$ cat src/inc/shp_params.svh
// Constants for the serial controller host bus port
`ifndef SHP_PARAMS_SVH
`define SHP_PARAMS_SVH
`define SHP_RECOVERY_CLKS 3'h4
`define SHP_PTR_W 4
`define SHP_REG_DATA 4'h8
`define SHP_REG_VECTOR 4'h2
`define SHP_REG_PENDING 4'h3
`define SHP_REG_MODE_A 4'h3
`define SHP_REG_MODE_B 4'h4
`define SHP_REG_MODE_C 4'h5
`define SHP_REG_FRM_LO 4'h6
`define SHP_REG_FRM_HI 4'h7
`define SHP_REG_MIC 4'h9
`define SHP_REG_MISC 4'hA
`define SHP_REG_TC_LO 4'hC
`define SHP_REG_TC_HI 4'hD
`define SHP_REG_EXTFEAT_RD 4'hE
`define SHP_REG_STAT_RD 4'h1
`define SHP_REG_EXT_STAT 4'hF
`define SHP_REG_EXTFEAT 4'h7
`define SHP_REG_RR0_IMG 4'h4
`define SHP_REG_RR1_IMG 4'h5
`define SHP_REG_RR9_READ 4'h9
`define SHP_CMD_POS 3
`define SHP_CMD_POINT_HIGH 3'h1
`define SHP_CMD_RESET_IUS 3'h7
`define SHP_BIT_EXTFEAT_EN 0
`define SHP_BIT_FIFO_EN 2
`define SHP_BIT_WR_READBACK 6
`define SHP_BIT_VIS 0
`define SHP_BIT_SOFT_ACK 5
`define SHP_BIT_MIE 3
`define SHP_RESET_BYTE 8'h00
`define SHP_NUM_SRC 6
`endif

$ cat src/inc/shp_pkg.sv
// Types for the serial controller host bus port
package shp_pkg;
	typedef struct packed {
		logic rd_n;
		logic wr_n;
		logic ce_n;
		logic dc;
		logic int_ack_n;
	} shp_strobes_s;
	typedef struct packed {
		logic rd;
		logic wr;
		logic ack;
		logic dc;
	} shp_access_s;
	typedef enum logic [1:0] {
		SHP_IDLE = 2'b00,
		SHP_ACTIVE = 2'b01,
		SHP_HOLD = 2'b10
	} shp_state_e;
endpackage
$ cat src/hw/shp_ack.sv
// Interrupt priority resolution and in-service latches
`timescale 1ns/1ps
`include "shp_params.svh"
module shp_ack
#(
	parameter int NSRC = `SHP_NUM_SRC
)
(
	input wire logic i_mclk,
	input wire logic i_rst,
	input wire logic [NSRC-1:0] i_pending,
	input wire logic i_enable,
	input wire logic i_chain_in,
	input wire logic i_ack,
	input wire logic i_reset_ius,
	output logic [NSRC-1:0] o_ius,
	output logic [2:0] o_src,
	output logic o_has_int,
	output logic o_chain_out
);
	// ----------------------------------------
	// Priority pick
	// ----------------------------------------
	generate
		if (NSRC < 1 || NSRC > 8)
		begin : g_bad_nsrc
			$error("NSRC out of range");
		end
	endgenerate
	logic [NSRC-1:0] in_service_latch;
	logic [NSRC-1:0] next_ius;
	logic [NSRC-1:0] top_ius;
	logic [NSRC-1:0] top_pend;
	logic [2:0] src;
	logic found;
	always_comb
	begin
		top_pend = '0;
		top_ius = '0;
		src = 3'h0;
		found = 1'b0;
		for (int i = NSRC - 1; i >= 0; i--)
		begin
			if (!found && in_service_latch[i])
			begin
				found = 1'b1;
				top_ius[i] = 1'b1;
			end
			else if (!found && i_pending[i] && i_enable)
			begin
				found = 1'b1;
				top_pend[i] = 1'b1;
				src = 3'(i);
			end
		end
		next_ius = in_service_latch;
		if (i_reset_ius)
			next_ius = in_service_latch & ~top_ius;
		// Latch in-service for the source being acknowledged
		if (i_ack && i_chain_in)
			next_ius = next_ius | top_pend;
	end
	always_ff @(posedge i_mclk)
	begin
		if (i_rst)
			in_service_latch <= '0;
		else
			in_service_latch <= next_ius;
	end
	assign o_ius = in_service_latch;
	assign o_src = src;
	assign o_has_int = |top_pend;
	assign o_chain_out = i_chain_in & ~(|in_service_latch) & ~(|top_pend);
endmodule

$ cat src/hw/shp_port.sv
// Host bus port of a single channel serial controller
`timescale 1ns/1ps
`include "shp_params.svh"
module shp_port
#(
	parameter int NSRC = `SHP_NUM_SRC
)
(
	input wire logic i_mclk,
	input wire logic i_rst,
	input wire logic i_rd_n,
	input wire logic i_wr_n,
	input wire logic i_ce_n,
	input wire logic i_dc,
	input wire logic i_int_ack_n,
	input wire logic [7:0] i_data,
	input wire logic i_priority_chain_in,
	input wire logic [NSRC-1:0] i_pending_bits,
	input wire logic [7:0] i_rx_data,
	input wire logic [7:0] i_base_status,
	input wire logic [7:0] i_rx_status,
	input wire logic [7:0] i_misc_status,
	input wire logic [15:0] i_fifo_count,
	input wire logic [15:0] i_direct_count,
	output logic [7:0] o_data,
	output logic o_data_oe_n,
	output logic o_priority_chain_out,
	output logic o_int_n,
	output logic [7:0] o_tx_data,
	output logic o_tx_load,
	output logic o_rx_taken,
	output logic o_wr_strobe,
	output logic [3:0] o_wr_index,
	output logic [7:0] o_wr_value,
	output logic [2:0] o_command,
	output logic o_command_valid,
	output logic [NSRC-1:0] o_in_service
);
	// ----------------------------------------
	// Strobe handling
	// ----------------------------------------
	shp_pkg::shp_strobes_s pins;
	shp_pkg::shp_access_s acc_start;
	shp_pkg::shp_access_s acc_end;
	logic rd_active;
	assign pins = '{rd_n: i_rd_n, wr_n: i_wr_n, ce_n: i_ce_n,
		dc: i_dc, int_ack_n: i_int_ack_n};
	shp_sync u_sync
	(
		.i_mclk(i_mclk),
		.i_rst(i_rst),
		.i_pins(pins),
		.o_start(acc_start),
		.o_end(acc_end),
		.o_active(rd_active)
	);
	// ----------------------------------------
	// Register state
	// ----------------------------------------
	shp_pkg::shp_state_e state;
	shp_pkg::shp_state_e next_state;
	logic [`SHP_PTR_W-1:0] ptr;
	logic [`SHP_PTR_W-1:0] next_ptr;
	logic [7:0] mode_a;
	logic [7:0] mode_b;
	logic [7:0] mode_c;
	logic [7:0] misc_w;
	logic [7:0] vector;
	logic [7:0] mic;
	logic [7:0] tc_lo;
	logic [7:0] tc_hi;
	logic [7:0] ext_feat;
	logic [7:0] ext_stat;
	logic [7:0] next_mode_a;
	logic [7:0] next_mode_b;
	logic [7:0] next_mode_c;
	logic [7:0] next_misc_w;
	logic [7:0] next_vector;
	logic [7:0] next_mic;
	logic [7:0] next_tc_lo;
	logic [7:0] next_tc_hi;
	logic [7:0] next_ext_feat;
	logic [7:0] next_ext_stat;
	logic [7:0] rd_latch;
	logic [7:0] next_rd_latch;
	logic drive;
	logic next_drive;
	logic [7:0] next_tx_data;
	logic next_tx_load;
	logic next_rx_taken;
	logic next_wr_strobe;
	logic [3:0] next_wr_index;
	logic [7:0] next_wr_value;
	logic [2:0] next_command;
	logic next_command_valid;
	logic ack_go;
	logic reset_ius;
	logic [NSRC-1:0] in_service_latch;
	logic [2:0] src;
	logic has_int;
	logic chain_out;
	logic [3:0] rd_sel;
	// Shared by read selection and vector build
	function automatic logic [7:0] shp_vec(input logic [7:0] base,
		input logic vector_includes_status, input logic [2:0] code, input logic hit);
		logic [7:0] v;
		v = base;
		// Status code replaces vector bits 3..1 when included
		if (vector_includes_status)
			v[3:1] = hit ? code : 3'h3;
		return v;
	endfunction
	// ----------------------------------------
	// Access decode
	// ----------------------------------------
	always_comb
	begin
		next_state = state;
		next_ptr = ptr;
		next_mode_a = mode_a;
		next_mode_b = mode_b;
		next_mode_c = mode_c;
		next_misc_w = misc_w;
		next_vector = vector;
		next_mic = mic;
		next_tc_lo = tc_lo;
		next_tc_hi = tc_hi;
		next_ext_feat = ext_feat;
		next_ext_stat = ext_stat;
		next_rd_latch = rd_latch;
		next_drive = drive;
		next_tx_data = o_tx_data;
		next_tx_load = 1'b0;
		next_rx_taken = 1'b0;
		next_wr_strobe = 1'b0;
		next_wr_index = o_wr_index;
		next_wr_value = o_wr_value;
		next_command = o_command;
		next_command_valid = 1'b0;
		ack_go = 1'b0;
		reset_ius = 1'b0;
		// Direct select overrides the pointer
		rd_sel = acc_start.dc ? `SHP_REG_DATA : ptr;
		case (state)
		shp_pkg::SHP_IDLE:
		begin
			if (acc_start.rd && acc_start.ack)
			begin
				// Hardware acknowledge; vector only if chain in high
				next_drive = has_int && i_priority_chain_in;
				next_rd_latch = shp_vec(vector, mic[`SHP_BIT_VIS], src,
					has_int);
				ack_go = 1'b1;
				next_state = shp_pkg::SHP_ACTIVE;
			end
			else if (acc_start.rd)
			begin
				next_drive = 1'b1;
				next_state = shp_pkg::SHP_ACTIVE;
				// Pointer selects read register
				case (rd_sel)
				4'h0: next_rd_latch = i_base_status;
				`SHP_REG_STAT_RD: next_rd_latch = i_rx_status;
				`SHP_REG_VECTOR:
				begin
					next_rd_latch = shp_vec(vector, mic[`SHP_BIT_VIS],
						src, has_int);
					// Software acknowledge on vector read
					ack_go = mic[`SHP_BIT_SOFT_ACK];
				end
				`SHP_REG_PENDING: next_rd_latch = 8'(i_pending_bits);
				`SHP_REG_RR0_IMG: next_rd_latch =
					ext_feat[`SHP_BIT_WR_READBACK] ? mode_b : i_base_status;
				`SHP_REG_RR1_IMG: next_rd_latch =
					ext_feat[`SHP_BIT_WR_READBACK] ? mode_c : i_rx_status;
				// FIFO contents only while enabled
				`SHP_REG_FRM_LO: next_rd_latch = ext_stat[`SHP_BIT_FIFO_EN]
					? i_fifo_count[7:0] : i_direct_count[7:0];
				`SHP_REG_FRM_HI: next_rd_latch = ext_stat[`SHP_BIT_FIFO_EN]
					? i_fifo_count[15:8] : i_direct_count[15:8];
				`SHP_REG_DATA:
				begin
					next_rd_latch = i_rx_data;
					next_rx_taken = 1'b1;
				end
				// Write register read back through spare slots
				`SHP_REG_RR9_READ: next_rd_latch =
					ext_feat[`SHP_BIT_WR_READBACK] ? mode_a : 8'h00;
				`SHP_REG_MISC: next_rd_latch = i_misc_status;
				`SHP_REG_TC_LO: next_rd_latch = tc_lo;
				`SHP_REG_TC_HI: next_rd_latch = tc_hi;
				`SHP_REG_EXTFEAT_RD: next_rd_latch =
					ext_feat[`SHP_BIT_WR_READBACK] ? misc_w : 8'h00;
				`SHP_REG_EXT_STAT: next_rd_latch = ext_stat;
				default: next_rd_latch = 8'h00;
				endcase
				// Pointer clears after the access
				if (!acc_start.dc)
					next_ptr = '0;
			end
			else if (acc_end.wr)
			begin
				next_state = shp_pkg::SHP_HOLD;
				if (acc_end.dc || ptr == `SHP_REG_DATA)
				begin
					next_tx_data = i_data;
					next_tx_load = 1'b1;
					if (!acc_end.dc)
						next_ptr = '0;
				end
				else if (ptr == '0)
				begin
					// Pointer write names the target
					next_ptr = {1'b0, i_data[2:0]};
					// Point high adds upper bit
					if (i_data[5:3] == `SHP_CMD_POINT_HIGH)
						next_ptr[3] = 1'b1;
					next_command = i_data[5:3];
					next_command_valid = 1'b1;
					reset_ius = i_data[5:3] == `SHP_CMD_RESET_IUS;
				end
				else
				begin
					next_wr_strobe = 1'b1;
					next_wr_index = ptr;
					next_wr_value = i_data;
					case (ptr)
					`SHP_REG_MODE_A: next_mode_a = i_data;
					`SHP_REG_MODE_B: next_mode_b = i_data;
					`SHP_REG_MODE_C: next_mode_c = i_data;
					`SHP_REG_VECTOR: next_vector = i_data;
					`SHP_REG_MIC: next_mic = i_data;
					`SHP_REG_MISC: next_misc_w = i_data;
					`SHP_REG_TC_LO: next_tc_lo = i_data;
					`SHP_REG_TC_HI: next_tc_hi = i_data;
					`SHP_REG_EXT_STAT: next_ext_stat = i_data;
					// Alternate register only when enabled
					`SHP_REG_EXTFEAT:
						if (ext_stat[`SHP_BIT_EXTFEAT_EN])
							next_ext_feat = i_data;
					default: next_wr_strobe = 1'b1;
					endcase
					next_ptr = '0;
				end
			end
		end
		shp_pkg::SHP_ACTIVE:
		begin
			// Data held until the read strobe ends
			if (!rd_active)
			begin
				next_drive = 1'b0;
				next_state = shp_pkg::SHP_IDLE;
			end
		end
		shp_pkg::SHP_HOLD:
			next_state = shp_pkg::SHP_IDLE;
		default:
			next_state = shp_pkg::SHP_IDLE;
		endcase
	end
	shp_ack #(.NSRC(NSRC)) u_ack
	(
		.i_mclk(i_mclk),
		.i_rst(i_rst),
		.i_pending(i_pending_bits),
		.i_enable(mic[`SHP_BIT_MIE]),
		.i_chain_in(i_priority_chain_in),
		.i_ack(ack_go),
		.i_reset_ius(reset_ius),
		.o_ius(in_service_latch),
		.o_src(src),
		.o_has_int(has_int),
		.o_chain_out(chain_out)
	);
	// ----------------------------------------
	// Registers
	// ----------------------------------------
	always_ff @(posedge i_mclk)
	begin
		if (i_rst)
		begin
			state <= shp_pkg::SHP_IDLE;
			ptr <= '0;
			mode_a <= `SHP_RESET_BYTE;
			mode_b <= `SHP_RESET_BYTE;
			mode_c <= `SHP_RESET_BYTE;
			misc_w <= `SHP_RESET_BYTE;
			vector <= `SHP_RESET_BYTE;
			mic <= `SHP_RESET_BYTE;
			tc_lo <= `SHP_RESET_BYTE;
			tc_hi <= `SHP_RESET_BYTE;
			ext_feat <= `SHP_RESET_BYTE;
			ext_stat <= `SHP_RESET_BYTE;
			rd_latch <= `SHP_RESET_BYTE;
			drive <= 1'b0;
			o_data <= `SHP_RESET_BYTE;
			o_data_oe_n <= 1'b1;
			o_priority_chain_out <= 1'b0;
			o_int_n <= 1'b1;
			o_tx_data <= `SHP_RESET_BYTE;
			o_tx_load <= 1'b0;
			o_rx_taken <= 1'b0;
			o_wr_strobe <= 1'b0;
			o_wr_index <= '0;
			o_wr_value <= `SHP_RESET_BYTE;
			o_command <= 3'h0;
			o_command_valid <= 1'b0;
			o_in_service <= '0;
		end
		else
		begin
			state <= next_state;
			ptr <= next_ptr;
			mode_a <= next_mode_a;
			mode_b <= next_mode_b;
			mode_c <= next_mode_c;
			misc_w <= next_misc_w;
			vector <= next_vector;
			mic <= next_mic;
			tc_lo <= next_tc_lo;
			tc_hi <= next_tc_hi;
			ext_feat <= next_ext_feat;
			ext_stat <= next_ext_stat;
			rd_latch <= next_rd_latch;
			drive <= next_drive;
			o_data <= next_rd_latch;
			o_data_oe_n <= ~next_drive;
			o_priority_chain_out <= chain_out;
			o_int_n <= ~has_int;
			o_tx_data <= next_tx_data;
			o_tx_load <= next_tx_load;
			o_rx_taken <= next_rx_taken;
			o_wr_strobe <= next_wr_strobe;
			o_wr_index <= next_wr_index;
			o_wr_value <= next_wr_value;
			o_command <= next_command;
			o_command_valid <= next_command_valid;
			o_in_service <= in_service_latch;
		end
	end
endmodule

$ cat src/hw/shp_sync.sv
// Strobe synchroniser and access event generator
`timescale 1ns/1ps
`include "shp_params.svh"
module shp_sync
(
	input wire logic i_mclk,
	input wire logic i_rst,
	input wire shp_pkg::shp_strobes_s i_pins,
	output shp_pkg::shp_access_s o_start,
	output shp_pkg::shp_access_s o_end,
	output logic o_active
);
	// ----------------------------------------
	// Two-stage synchroniser
	// ----------------------------------------
	logic [1:0] meta;
	logic [1:0] sync;
	logic [1:0] next_meta;
	logic [1:0] next_sync;
	logic [1:0] prev;
	logic [1:0] next_prev;
	logic dc_q;
	logic ack_q;
	logic next_dc_q;
	logic next_ack_q;
	shp_pkg::shp_access_s next_start;
	shp_pkg::shp_access_s next_end;
	always_comb
	begin
		// Strobe counts only while chip enable is low
		next_meta = {~i_pins.rd_n & ~i_pins.ce_n,
			~i_pins.wr_n & ~i_pins.ce_n};
		// First stage read only here, time for metastability
		next_sync = meta;
		next_prev = sync;
		next_dc_q = i_pins.dc;
		next_ack_q = ~i_pins.int_ack_n;
		next_start = '0;
		next_end = '0;
		next_start.rd = sync[1] & ~prev[1];
		next_start.wr = sync[0] & ~prev[0];
		next_start.dc = dc_q;
		next_start.ack = ack_q;
		// Writes act at strobe end, data need not be valid early
		next_end.rd = ~sync[1] & prev[1];
		next_end.wr = ~sync[0] & prev[0];
		next_end.dc = dc_q;
		next_end.ack = ack_q;
	end
	always_ff @(posedge i_mclk)
	begin
		if (i_rst)
		begin
			meta <= '0;
			sync <= '0;
			prev <= '0;
			dc_q <= 1'b0;
			ack_q <= 1'b0;
			o_start <= '0;
			o_end <= '0;
		end
		else
		begin
			meta <= next_meta;
			sync <= next_sync;
			prev <= next_prev;
			dc_q <= next_dc_q;
			ack_q <= next_ack_q;
			o_start <= next_start;
			o_end <= next_end;
		end
	end
	assign o_active = sync[1];
endmodule

$ cat config.mk
export PLATFORM = sky130hd
export DESIGN_NAME = shp_port
export DESIGN_NICKNAME = d
export VERILOG_FILES = /design/src/inc/shp_pkg.sv /design/src/hw/shp_ack.sv /design/src/hw/shp_port.sv /design/src/hw/shp_sync.sv
export VERILOG_INCLUDE_DIRS = /design/src /design/src/inc
export SDC_FILE = /design/constraint.sdc
export NUM_CORES = 1
export LEC_CHECK = 0
export BUFFER_PORTS_ARGS = -buffer_cell sky130_fd_sc_hd__buf_2
export CAP_MARGIN = 20
export CORE_ASPECT_RATIO = 0.8
export CORE_MARGIN = 3
export CORE_UTILIZATION = 49
export CTS_CLUSTER_SIZE = 25
export DETAILED_ROUTE_END_ITERATION = 6
export GPL_TIMING_DRIVEN = 0
export PLACE_DENSITY_LB_ADDON = 0.12
export REMOVE_ABC_BUFFERS = 1
export SETUP_SLACK_MARGIN = 0.15
export SLEW_MARGIN = 5
export SYNTH_ARGS = -nofsm -noshare
export SYNTH_HDL_FRONTEND = slang
export SYNTH_HIERARCHICAL = 1
export SYNTH_SLANG_ARGS = --single-unit
$ cat constraint.sdc
create_clock -name i_mclk -period 5.59 [get_ports i_mclk]
set_input_delay 0.559 -clock i_mclk [delete_from_list [all_inputs] [get_ports i_mclk]]
set_output_delay 0.559 -clock i_mclk [all_outputs]
set_load 0.01 [all_outputs]
* Word level (Yosys, flattened, before mapping) *
Cells that the tools add are included.

word-level totals
  RAM bits = 0
  memory bits (read-only) = 0
  register bits = 146
  input bits = 86
  logic and storage cells = 225
  output and inout port bits = 44
  bits in latches = 0
  memories kept = 0

cells by class
  div/mod/pow operators = 0
  bitwise gates (word level) = 24
  shifts and indexed selects = 0
  multiply operators = 0
  order comparisons = 0
  equality and inequality tests = 32
  reduce and logical (&&, ||, !) cells = 51
  mux-type cells = 82
  $add $sub $neg = 0

operator list
  kind                number
  $pmux 8 s15         1
  $mux 8              8
  $reduce_and 7->1    9
  $eq 4x4->1 const B  13
  $mux 1              45
  $mux 3              14
  $eq 4x3->1 const B  7
  $mux 4              6
  $logic_and 1x1->1   19
  $reduce_or 6->1     3
  $eq 4x2->1 const B  4
  $not 1->1           15
  $mux 6              2
  $reduce_and 6->1    2
  $reduce_and 5->1    2
  $logic_not 4->1     2
  $mux 2              4
  $reduce_and 8->1    1
  $and 1x1->1         6
  $and 6x6->6         1
  $not 6->6           1
  $or 6x6->6          1
  $logic_not 1->1     5
  $reduce_or 5->1     1
  other kinds (14)    17

* Depth between registers and ports, before layout *
Gate-level depths: netlist (run 1).

  depth after elaboration = 34
  mapped depth = 10
  mapped depth without buffers = 9

* Cells and area by module *
The synthesis (run 1) kept the hierarchy.

modules (own cells, without submodules)
  module    sequential area each (µm²)  times used  area an instance (µm²)  cells an instance
  shp_port  2382.3                      1           5723.0                  667
  shp_ack   120.1                       1           476.7                   60
  shp_sync  280.3                       1           417.9                   31

* Worst setup path after synthesis (run 1) *
OpenSTA, ideal clock, no wires.

  path kind = register to register
  start point = register state[0]
  end point = register u_ack.in_service_latch[1], in the netlist u_ack/o_ius[1]
  slack = 3.284 ns
  period minus slack after synthesis = 2.306 ns
  library setup time = 0.131 ns
  path buffers = 0
  arrival time = 2.175 ns
  stages on the path, launching flop included = 8
  path through = dfxtp_1 -> or4b_4 -> nor2_1 -> nand3_1 -> nor2_1 -> nand3_1 -> o311ai_0 -> o21ai_1

on the way
  cells in the longest elaborated chain, start to end = 5

RTL lines
  item                      RTL line         text
  start: declaration        shp_port.sv:60   shp_pkg::shp_state_e state;
  start signal: assignment  shp_port.sv:283  state <= shp_pkg::SHP_IDLE;
  start signal: assignment  shp_port.sv:313  state <= next_state;
  $logic_not 2->1 *         shp_port.sv:144  case (state)
  $mux 1 *                  shp_port.sv:144
  named net reset_ius       shp_port.sv:97   logic reset_ius;
  $mux 6 *                  shp_ack.sv:57    if (i_reset_ius)
  $or 6x6->6                shp_ack.sv:61    next_ius = next_ius | top_pend;
  $mux 6 *                  shp_ack.sv:60    if (i_ack && i_chain_in)
  end signal: assignment    shp_ack.sv:68    in_service_latch <= next_ius;
  end: declaration          shp_ack.sv:30    logic [NSRC-1:0] in_service_latch;

Mark *: on every way through the listed nets, which the timed path passes. The rest lies on a longest branch.
A chain may end at the register's enable or synchronous reset.

* Worst setup path after layout (run 1) *
Ends and elaborated chain as after synthesis.

==> results.toml, run 1 <==
[final_layout]
n_fill_cell = 1177
flow.area_growth_from_synthesis_pct = 19.9
layout.cells.most_common_list = "sky130_fd_sc_hd__dfxtp_1 (137), sky130_fd_sc_hd__buf_2 (129), sky130_fd_sc_hd__nor2_1 (96)"
final_nets = 938
multi_input_area_um2 = 3550
commonest_non_fill_non_tap_cell_in_the_layout = "sky130_fd_sc_hd__dfxtp_1"
final_layout_size_suffix_gt1_frac = 0.227
final-seq-area_um2 = 2740
insertedDiodeCount = 0

[critical_path]
ff2ff_path_depth = 7
cp-end-kind = "flop"
timing_worst_setup_path_type = "reg2reg"
worst_setup_path_start_kind = "flop"
arrival_ns = 3.37
critical_path_required_time_ns = 5.88
crit_path_max_fanout = 9

[die]
initial_standard_cell_utilization_of_the_core = 0.506
die_w_um = 135
die_height_um = 109
ioPinCount = 130
placeableCoreArea_um2 = 13000
row_count = 37
die-area_um2 = 14800

[clocking]
tritoncts.num_buffers = 17
total_clock_sinks = 137
ctsHoldBuffers = 0
post_cts.resized_instances = 0
postCtsSetupRepairBufs = 0
cts_tree = "built"
cts-htree-levels = 4
path_clk_slew_ns = 0.06
cts.root.buffer_cell = "sky130_fd_sc_hd__clkbuf_16"
clock_tree.buffer_depth = 2
worst_skew_pair.late_latency_ns = 0.42

[worst_hold_path]
worstHoldPathType = "in2reg"
hold-path-cell-count = 2

[pwr]
power_internal_w = 0.00169
comb_power_share = 0.056
total_power_w = 0.00221
clock_power_share = 0.497
power_density_nw_per_um2 = 282
sequentialPowerShare = 0.446
p_leak_nw = 2.96
vdd.ir_drop.worst_mv = 0.239
switching_share = 0.238
p_sw_w = 0.000527

[grt]
first_global_vias = 5920
first_pass_grt_wire_length_um = 32500
leftover_overflow_at_the_end_of_global_routing = 0
gr-usage-all-layers = 0.288
grt_antenna_before_repair = 0
grt_start_max_net_pins = 82

[route]
routed_wl_um = 21400
remaining_drc_errors = 4
detailedRoute.firstIterationViolations = 834
route.detailed.wl_per_inst_um = 20.6
drtAntennaViolNets = 0
via_count = 6312
vias_per_cell = 6.07
router_iterations_before_antenna_repair = 7

[synth]
synthesis.yosys.warnings = 6
post_synth.cell_area_avg_um2 = 8.69
syn-cell-area_um2 = 6550
cell_count_after_synthesis = 754

[timing]
setup-violations-final = 0
finalMaxSlewViolations = 0
final_hold_violation_count = 0
totalNegativeSetupSlack_ns = 0
fmax_mhz = 325
grt_setup_unrepaired = "false"
worst_clock_skew_ns = 0.00794
timing.final.crit_share = 0.551
fin_worst_hold_slack_ns = 0.297
slew_margin_rel = 0.229
worstMarginPinSlew_ns = 1.15
timing.final.crit_period_ns = 3.08

[place]
port-buffer-count = 129
detailed_place_hpwl_um = 14600
finalWeightedCongestion = 0.938

[flow_run]
cap_viol_max_count = 0

[run_status]
violated_checks = "DRC"
status = "finished, violations left"
-- registers in the layout (all words and copies together), names as in the netlist, 6 cells and up --
signal	cells
o_in_service	6
o_wr_value	8
mode_b	8
misc_w	8
tc_lo	8
vector	8
mode_a	8
rd_latch	8
tc_hi	8
ext_stat	8
mode_c	8
o_tx_data	8
u_ack/o_ius	6
-- final timing paths --
check	from	to	slack, ns
min reg2reg	u_sync/prev[1]	u_sync/o_start[3]	0.41
min	i_wr_n	u_sync/meta[0]	0.30
max reg2reg	state[0]	u_ack/o_ius[1]	2.51
max	state[0]	u_ack/o_ius[1]	2.51
-- per-stage QoR --
stage / utilization / worst slack [ns] / cell area [um2] / cells
detailed placement: 0.560 / 2.54 / 7260 / 1006
CTS: 0.604 / 2.54 / 7830 / 1038
global placement: 0.554 / 2.26 / 7180 / 1002
finish: 0.606 / 2.51 / 7860 / 1040
global route: 0.606 / 2.25 / 7860 / 1040
floorplan: - / 3.27 / 6310 / 698
-- cell type report --
class                           instances  area share
Clock buffer                           18      0.0546
Clock inverter                         14      0.0190
Inverter                                9     0.00430
Multi-Input combinational cell        552       0.452
Sequential cell                       137       0.349
Tap cell                              175      0.0279
Timing Repair Buffer                  135      0.0930
-- per-layer routing --
layer  vias to the layer above  GRT usage  share of wire
met5                         -          0              0
met4                         0     0.0971          0.023
met3                        48     0.0686           0.11
met2                       356      0.456           0.45
met1                      3012      0.388           0.42
li1                       2896          -              -
-- worst max-delay path: stages (launching register included) --
cell,delay [ns]
sky130_fd_sc_hd__dfxtp_1,0.35
sky130_fd_sc_hd__or4b_4,0.58
sky130_fd_sc_hd__nor2_1,0.55
sky130_fd_sc_hd__nand3_1,0.39
sky130_fd_sc_hd__nor2_1,0.40
sky130_fd_sc_hd__nand3_1,0.20
sky130_fd_sc_hd__o311ai_0,0.36
sky130_fd_sc_hd__o21ai_1,0.12
-- power groups by stage --
stage / Clock, W / Combinational, W / Sequential, W
after floorplan: 0 / 0.0000356 / 0.00101
after global placement: 0 / 0.000115 / 0.00101
final: 0.00110 / 0.000124 / 0.000988
after CTS: 0.00111 / 0.000119 / 0.000990
after global routing: 0.00116 / 0.000132 / 0.000988
after detailed placement: 0 / 0.000118 / 0.00101
Note: power is estimated with default switching activity, not from simulation.
==> run 2, diff against run 1 <==
==> constraint.sdc (replaced) <==
create_clock -name i_mclk -period 2.67 [get_ports i_mclk]
set_input_delay 0.267 -clock i_mclk [delete_from_list [all_inputs] [get_ports i_mclk]]
set_output_delay 0.267 -clock i_mclk [all_outputs]
set_load 0.01 [all_outputs]
==> results.toml, run 2 (synthesis gave the netlist of run 1 again) <==
[run_status]
status = "complete, no violations"

[route]
vias_per_cell = 6.08
drtAntennaViolNets = 0
via_count = 6361
router_iterations_before_antenna_repair = 6
detailedRoute.firstIterationViolations = 785
route.detailed.wl_per_inst_um = 20.8
remaining_drc_errors = 0
routed_wl_um = 21700

[critical_path]
crit_path_max_fanout = 32
arrival_ns = 2.71
slowest_delay_ns = 0.81
crit-reg2reg-capture = "rd_latch[1]"
setup.reg_to_reg.worst_slack_ns = 0.22
timing_worst_setup_path_type = "reg2reg"
cp_slowest_cell = "sky130_fd_sc_hd__dfxtp_2"
ff2ff_path_depth = 5
critical_path_required_time_ns = 2.93
cp-end-kind = "flop"
origin_of_the_critical_flop_to_flop_path = "u_sync/o_end[0]"
crit_path_cell_trace = "nor3_2 -> and3_1 -> a221o_1 -> a2111oi_0 -> a211oi_1"
worstSetupStartpoint = "u_sync/o_end[0]"
worst_setup_path_start_kind = "flop"

[timing]
timing.final.crit_period_ns = 2.45
final.setup.worst_slack_ns = 0.216
worst_clock_skew_ns = 0.00643
worstMarginPinSlew_ns = 0.982
slew_margin_rel = 0.342
grt_setup_unrepaired = "true"
fmax_mhz = 408
timing.final.crit_share = 0.919
setup-violations-final = 0
finalMaxSlewViolations = 0
final_hold_violation_count = 0

[die]
die_w_um = 135
ioPinCount = 130
die_height_um = 109
row_count = 37
die-area_um2 = 14800
initial_standard_cell_utilization_of_the_core = 0.506
placeableCoreArea_um2 = 13000

[clocking]
total_clock_sinks = 137
clock_tree.buffer_depth = 2
cts-htree-levels = 4
worst_skew_pair.late_latency_ns = 0.42
cts_tree = "built"
cts.root.buffer_cell = "sky130_fd_sc_hd__clkbuf_16"
path_clk_slew_ns = 0.06
tritoncts.num_buffers = 17

[place]
detailed_place_hpwl_um = 14600
port-buffer-count = 129
post-place-ws_ns = -0.383
finalWeightedCongestion = 0.938

[grt]
leftover_overflow_at_the_end_of_global_routing = 0
first_pass_grt_wire_length_um = 32900
gr-usage-all-layers = 0.291
grt_antenna_before_repair = 0
first_global_vias = 5982
grt_start_max_net_pins = 82

[final_layout]
final_layout_size_suffix_gt1_frac = 0.253
flow.area_growth_from_synthesis_pct = 22.3
insertedDiodeCount = 0
final_nets = 945
n_fill_cell = 1162
commonest_non_fill_non_tap_cell_in_the_layout = "sky130_fd_sc_hd__dfxtp_1"
final_core_util = 0.618
layout.cells.most_common_list = "sky130_fd_sc_hd__dfxtp_1 (131), sky130_fd_sc_hd__buf_2 (129), sky130_fd_sc_hd__nor2_1 (92)"

[flow_run]
cap_viol_max_count = 0

[worst_hold_path]
worstHoldPathType = "in2reg"
origin_of_the_worst_min_delay_path = "i_int_ack_n"
hold_end = "u_sync/ack_q"
hold-path-cell-count = 2

[pwr]
p_leak_nw = 3.02
vdd.ir_drop.worst_mv = 0.500
power_density_nw_per_um2 = 579
run 2: cell count changes in the layout (fill, tap and decap cells not counted), moves of 2 or more:
cell / change
sky130_fd_sc_hd__buf_12: +2
sky130_fd_sc_hd__buf_4: +5
sky130_fd_sc_hd__dfxtp_1: -6
sky130_fd_sc_hd__dfxtp_2: +5
sky130_fd_sc_hd__nor2_1: -4
sky130_fd_sc_hd__nor2_4: +3
run 2: how the worst max path moves through the flow:
stage                          end  slack (ns)
floorplan           u_ack/o_ius[1]        0.35
global placement       rd_latch[1]       -0.49
detailed placement  u_ack/o_ius[1]       -0.38
CTS                 u_ack/o_ius[1]        0.08
global route        u_ack/o_ius[1]        0.10
finish                 rd_latch[1]        0.22
run 2: worst max-delay path, delay by kind of cell, from the launching register on:
| kind | cells | cell delay (ns) |
|---|---|---|
| AOI/OAI and AO/OA | 3 | 0.87 |
| DFF | 1 | 0.81 |
| and+or+nand+nor | 2 | 0.59 |
run 2: power by group:
part	internal, W	switching, W
logic	0.0000971	0.000160
registers	0.00205	0.0000186
clock network	0.00138	0.000932
run 2: through the flow:
stage | instances | total power (W) | setup TNS (ns) | hold WS, ns | cell area (um2)
after floorplan | 698 | 0.00219 | 0 | 0.334 | 6310
after detailed placement | 1006 | 0.00236 | -0.782 | 0.396 | 7260
after global routing | 1047 | 0.00476 | 0 | 0.00872 | 8010
after global placement | 1002 | 0.00236 | -4.10 | 0.394 | 7180
after CTS | 1046 | 0.00464 | 0 | 0.00337 | 7950
final | 1047 | 0.00464 | 0 | 0.000663 | 8010
run 2: cell type report:
type	instances	area, um2	area share
timing repair buffer	142	803	0.100
clock inverter	14	149	0.0186
sequential	137	2750	0.343
inverter	9	33.8	0.00422
multi-input combinational	552	3630	0.453
tap	175	219	0.0273
clock buffer	18	429	0.0536
run 2: what timing repair did:
action | in CTS | in global routing
hold buffers | 1 | 0
resized for setup | 11 | 14
hold endpoints to repair | 1 | 0
setup buffers | 7 | 0
cloned | 0 | 0
pin swaps | 4 | 0
setup endpoints to repair | 60 | 18
run 2: routing by layer:
| metal | part of all wire | global-route usage | up-vias | routed length (um) |
|---|---|---|---|---|
| met5 | 0 | 0 | - | 0 |
| met4 | 0.027 | 0.0978 | 0 | 588 |
| met3 | 0.11 | 0.0686 | 57 | 2370 |
| met2 | 0.45 | 0.465 | 403 | 9770 |
| met1 | 0.41 | 0.390 | 2987 | 9010 |
| li1 | - | - | 2914 | - |
==> run 3, diff against run 2 <==
--- a/config.mk
+++ b/config.mk
@@ -15,6 +15,7 @@
 export DETAILED_ROUTE_END_ITERATION = 6
 export GPL_TIMING_DRIVEN = 0
 export PLACE_DENSITY_LB_ADDON = 0.12
+export RECOVER_POWER = 50
 export REMOVE_ABC_BUFFERS = 1
 export SETUP_SLACK_MARGIN = 0.15
 export SLEW_MARGIN = 5
==> constraint.sdc (replaced) <==
create_clock -name i_mclk -period 2 [get_ports i_mclk]
set_input_delay 0.2 -clock i_mclk [delete_from_list [all_inputs] [get_ports i_mclk]]
set_output_delay 0.2 -clock i_mclk [all_outputs]
set_load 0.01 [all_outputs]
==> results.toml, run 3 (synthesis gave the netlist of run 1 again) <==
[run_status]
status = "finished, violations left"
violated_checks = "setup timing"

[critical_path]
setup.reg_to_reg.worst_slack_ns = -0.19
cp-end-kind = "flop"
crit-reg2reg-capture = "u_ack/o_ius[0]"
critical_path_required_time_ns = 2.36
arrival_ns = 2.56
ff2ff_path_depth = 12
origin_of_the_critical_flop_to_flop_path = "u_ack/o_ius[2]"
worst_setup_path_start_kind = "flop"
timing_worst_setup_path_type = "reg2reg"
crit_path_max_fanout = 5

[pwr]
sequentialPowerShare = 0.440
clock_power_share = 0.495
p_leak_nw = 3.30
comb_power_share = 0.065
p_sw_w = 0.00153
switching_share = 0.245
power_density_nw_per_um2 = 689
vdd.ir_drop.worst_mv = 0.663
power_internal_w = 0.00472

[grt]
grt_antenna_before_repair = 0
leftover_overflow_at_the_end_of_global_routing = 0
first_global_vias = 6307
first_pass_grt_wire_length_um = 34700
use_met2 = 0.488
gr-max-usage-layer = "met2"
grt_start_max_net_pins = 82
global_route.usage.met1 = 0.414
gr-usage-all-layers = 0.307
gr-usage-met3 = 0.0659

[timing]
final_hold_violation_count = 0
grt_setup_unrepaired = "true"
fin_worst_hold_slack_ns = 0.0196
fmax_mhz = 456
setup-violations-final = 26
final.setup.worst_slack_ns = -0.194
worst_clock_skew_ns = 0.0109
timing.final.crit_share = 1.10
finalMaxSlewViolations = 0
slew_margin_rel = 0.365
timing.final.crit_period_ns = 2.19
worstMarginPinSlew_ns = 0.952

[clocking]
cts-htree-levels = 4
worst_skew_pair.late_latency_ns = 0.43
cts_tree = "built"
tritoncts.num_buffers = 17
cts.root.buffer_cell = "sky130_fd_sc_hd__clkbuf_16"
path_clk_slew_ns = 0.06
total_clock_sinks = 137
clock_tree.buffer_depth = 2

[final_layout]
layout.cells.most_common_list = "sky130_fd_sc_hd__dfxtp_1 (123), sky130_fd_sc_hd__nor2_1 (91), sky130_fd_sc_hd__mux2i_1 (86)"
final_layout_size_suffix_gt1_frac = 0.346
n_fill_cell = 1013
commonest_non_fill_non_tap_cell_in_the_layout = "sky130_fd_sc_hd__dfxtp_1"
flow.area_growth_from_synthesis_pct = 38.5
insertedDiodeCount = 0
final_nets = 1012

[route]
vias_per_cell = 6.18
routed_wl_um = 24400
via_count = 6890
detailedRoute.firstIterationViolations = 1078
drtAntennaViolNets = 0
router_iterations_before_antenna_repair = 7
route.detailed.wl_per_inst_um = 21.9
remaining_drc_errors = 0

[die]
ioPinCount = 130
die_w_um = 135
die_height_um = 109
placeableCoreArea_um2 = 13000
initial_standard_cell_utilization_of_the_core = 0.506
row_count = 37
die-area_um2 = 14800

[worst_hold_path]
hold_end = "rd_latch[3]"
worstHoldPathType = "in2reg"
origin_of_the_worst_min_delay_path = "i_rx_status[3]"
hold-path-cell-count = 3

[place]
detailed_place_hpwl_um = 14600
post-place-ws_ns = -1.05
finalWeightedCongestion = 0.938
port-buffer-count = 129

[flow_run]
cap_viol_max_count = 0
[run 3: timing repair]
| action | CTS | global route |
|---|---|---|
| resized for setup | 123 | 67 |
| hold endpoints to repair | 4 | 0 |
| hold buffers | 6 | 0 |
| setup buffers | 37 | 30 |
| pin swaps | 40 | 32 |
| setup endpoints to repair | 115 | 104 |
| gates cloned | 2 | 1 |
[run 3: worst max path at each step]
stage | startpoint | to | slack (ns) | cells after the start
after global placement | ptr[3] | rd_latch[1] | -1.16 | 4
after floorplan | state[0] | u_ack/o_ius[1] | -0.32 | 7
final | u_ack/o_ius[2] | u_ack/o_ius[0] | -0.19 | 12
after detailed placement | state[0] | u_ack/o_ius[1] | -1.05 | 7
after CTS | u_sync/o_start[3] | mode_c[1] | -0.04 | 6
after global routing | u_ack/o_ius[2] | rd_latch[1] | -0.24 | 9
[run 3: layer usage]
layer,part of all wire,vias up
li1,-,3056
met1,0.40,3264
met2,0.45,489
met3,0.12,81
met4,0.029,0
met5,0,-
[run 3: layout make-up]
cell class                 instances  area (um2)  share of cell area
inverter                           9        37.5             0.00414
sequential                       137        2790               0.308
clock inverter                    14         149              0.0164
timing repair buffer             206        1310               0.145
clock buffer                      18         429              0.0473
tap                              175         219              0.0241
multi-input combinational        555        4130               0.455
[run 3: critical path, cell delays in order (launching register included)]
cell and delay [ns]:
sky130_fd_sc_hd__dfxtp_4 0.37, sky130_fd_sc_hd__nor4b_4 0.34, sky130_fd_sc_hd__nand3_2 0.16, sky130_fd_sc_hd__buf_4 0.16, sky130_fd_sc_hd__buf_4 0.12, sky130_fd_sc_hd__buf_4 0.12
sky130_fd_sc_hd__buf_4 0.12, sky130_fd_sc_hd__buf_4 0.12, sky130_fd_sc_hd__buf_4 0.12, sky130_fd_sc_hd__buf_4 0.12, sky130_fd_sc_hd__buf_4 0.12, sky130_fd_sc_hd__buf_4 0.12
sky130_fd_sc_hd__o22ai_2 0.14
[run 3: per-stage QoR]
stage	instances	setup TNS [ns]	cell area [um2]	util	total power, W
after CTS	1083	-0.394	8650	0.667	0.00621
after global placement	1002	-66.49	7180	0.554	0.00315
after detailed placement	1006	-53.95	7260	0.560	0.00316
after global routing	1114	-3.44	9070	0.700	0.00641
after floorplan	698	-5.57	6310	-	0.00292
final	1114	-1.11	9070	0.700	0.00625
[run 3: power groups by stage]
| stage | logic [W] | registers [W] | clock network (W) |
|---|---|---|---|
| finish | 0.000409 | 0.00275 | 0.00310 |
| floorplan | 0.0000996 | 0.00282 | 0 |
| CTS | 0.000370 | 0.00275 | 0.00309 |
| global placement | 0.000320 | 0.00283 | 0 |
| detailed placement | 0.000330 | 0.00283 | 0 |
| global route | 0.000429 | 0.00275 | 0.00323 |
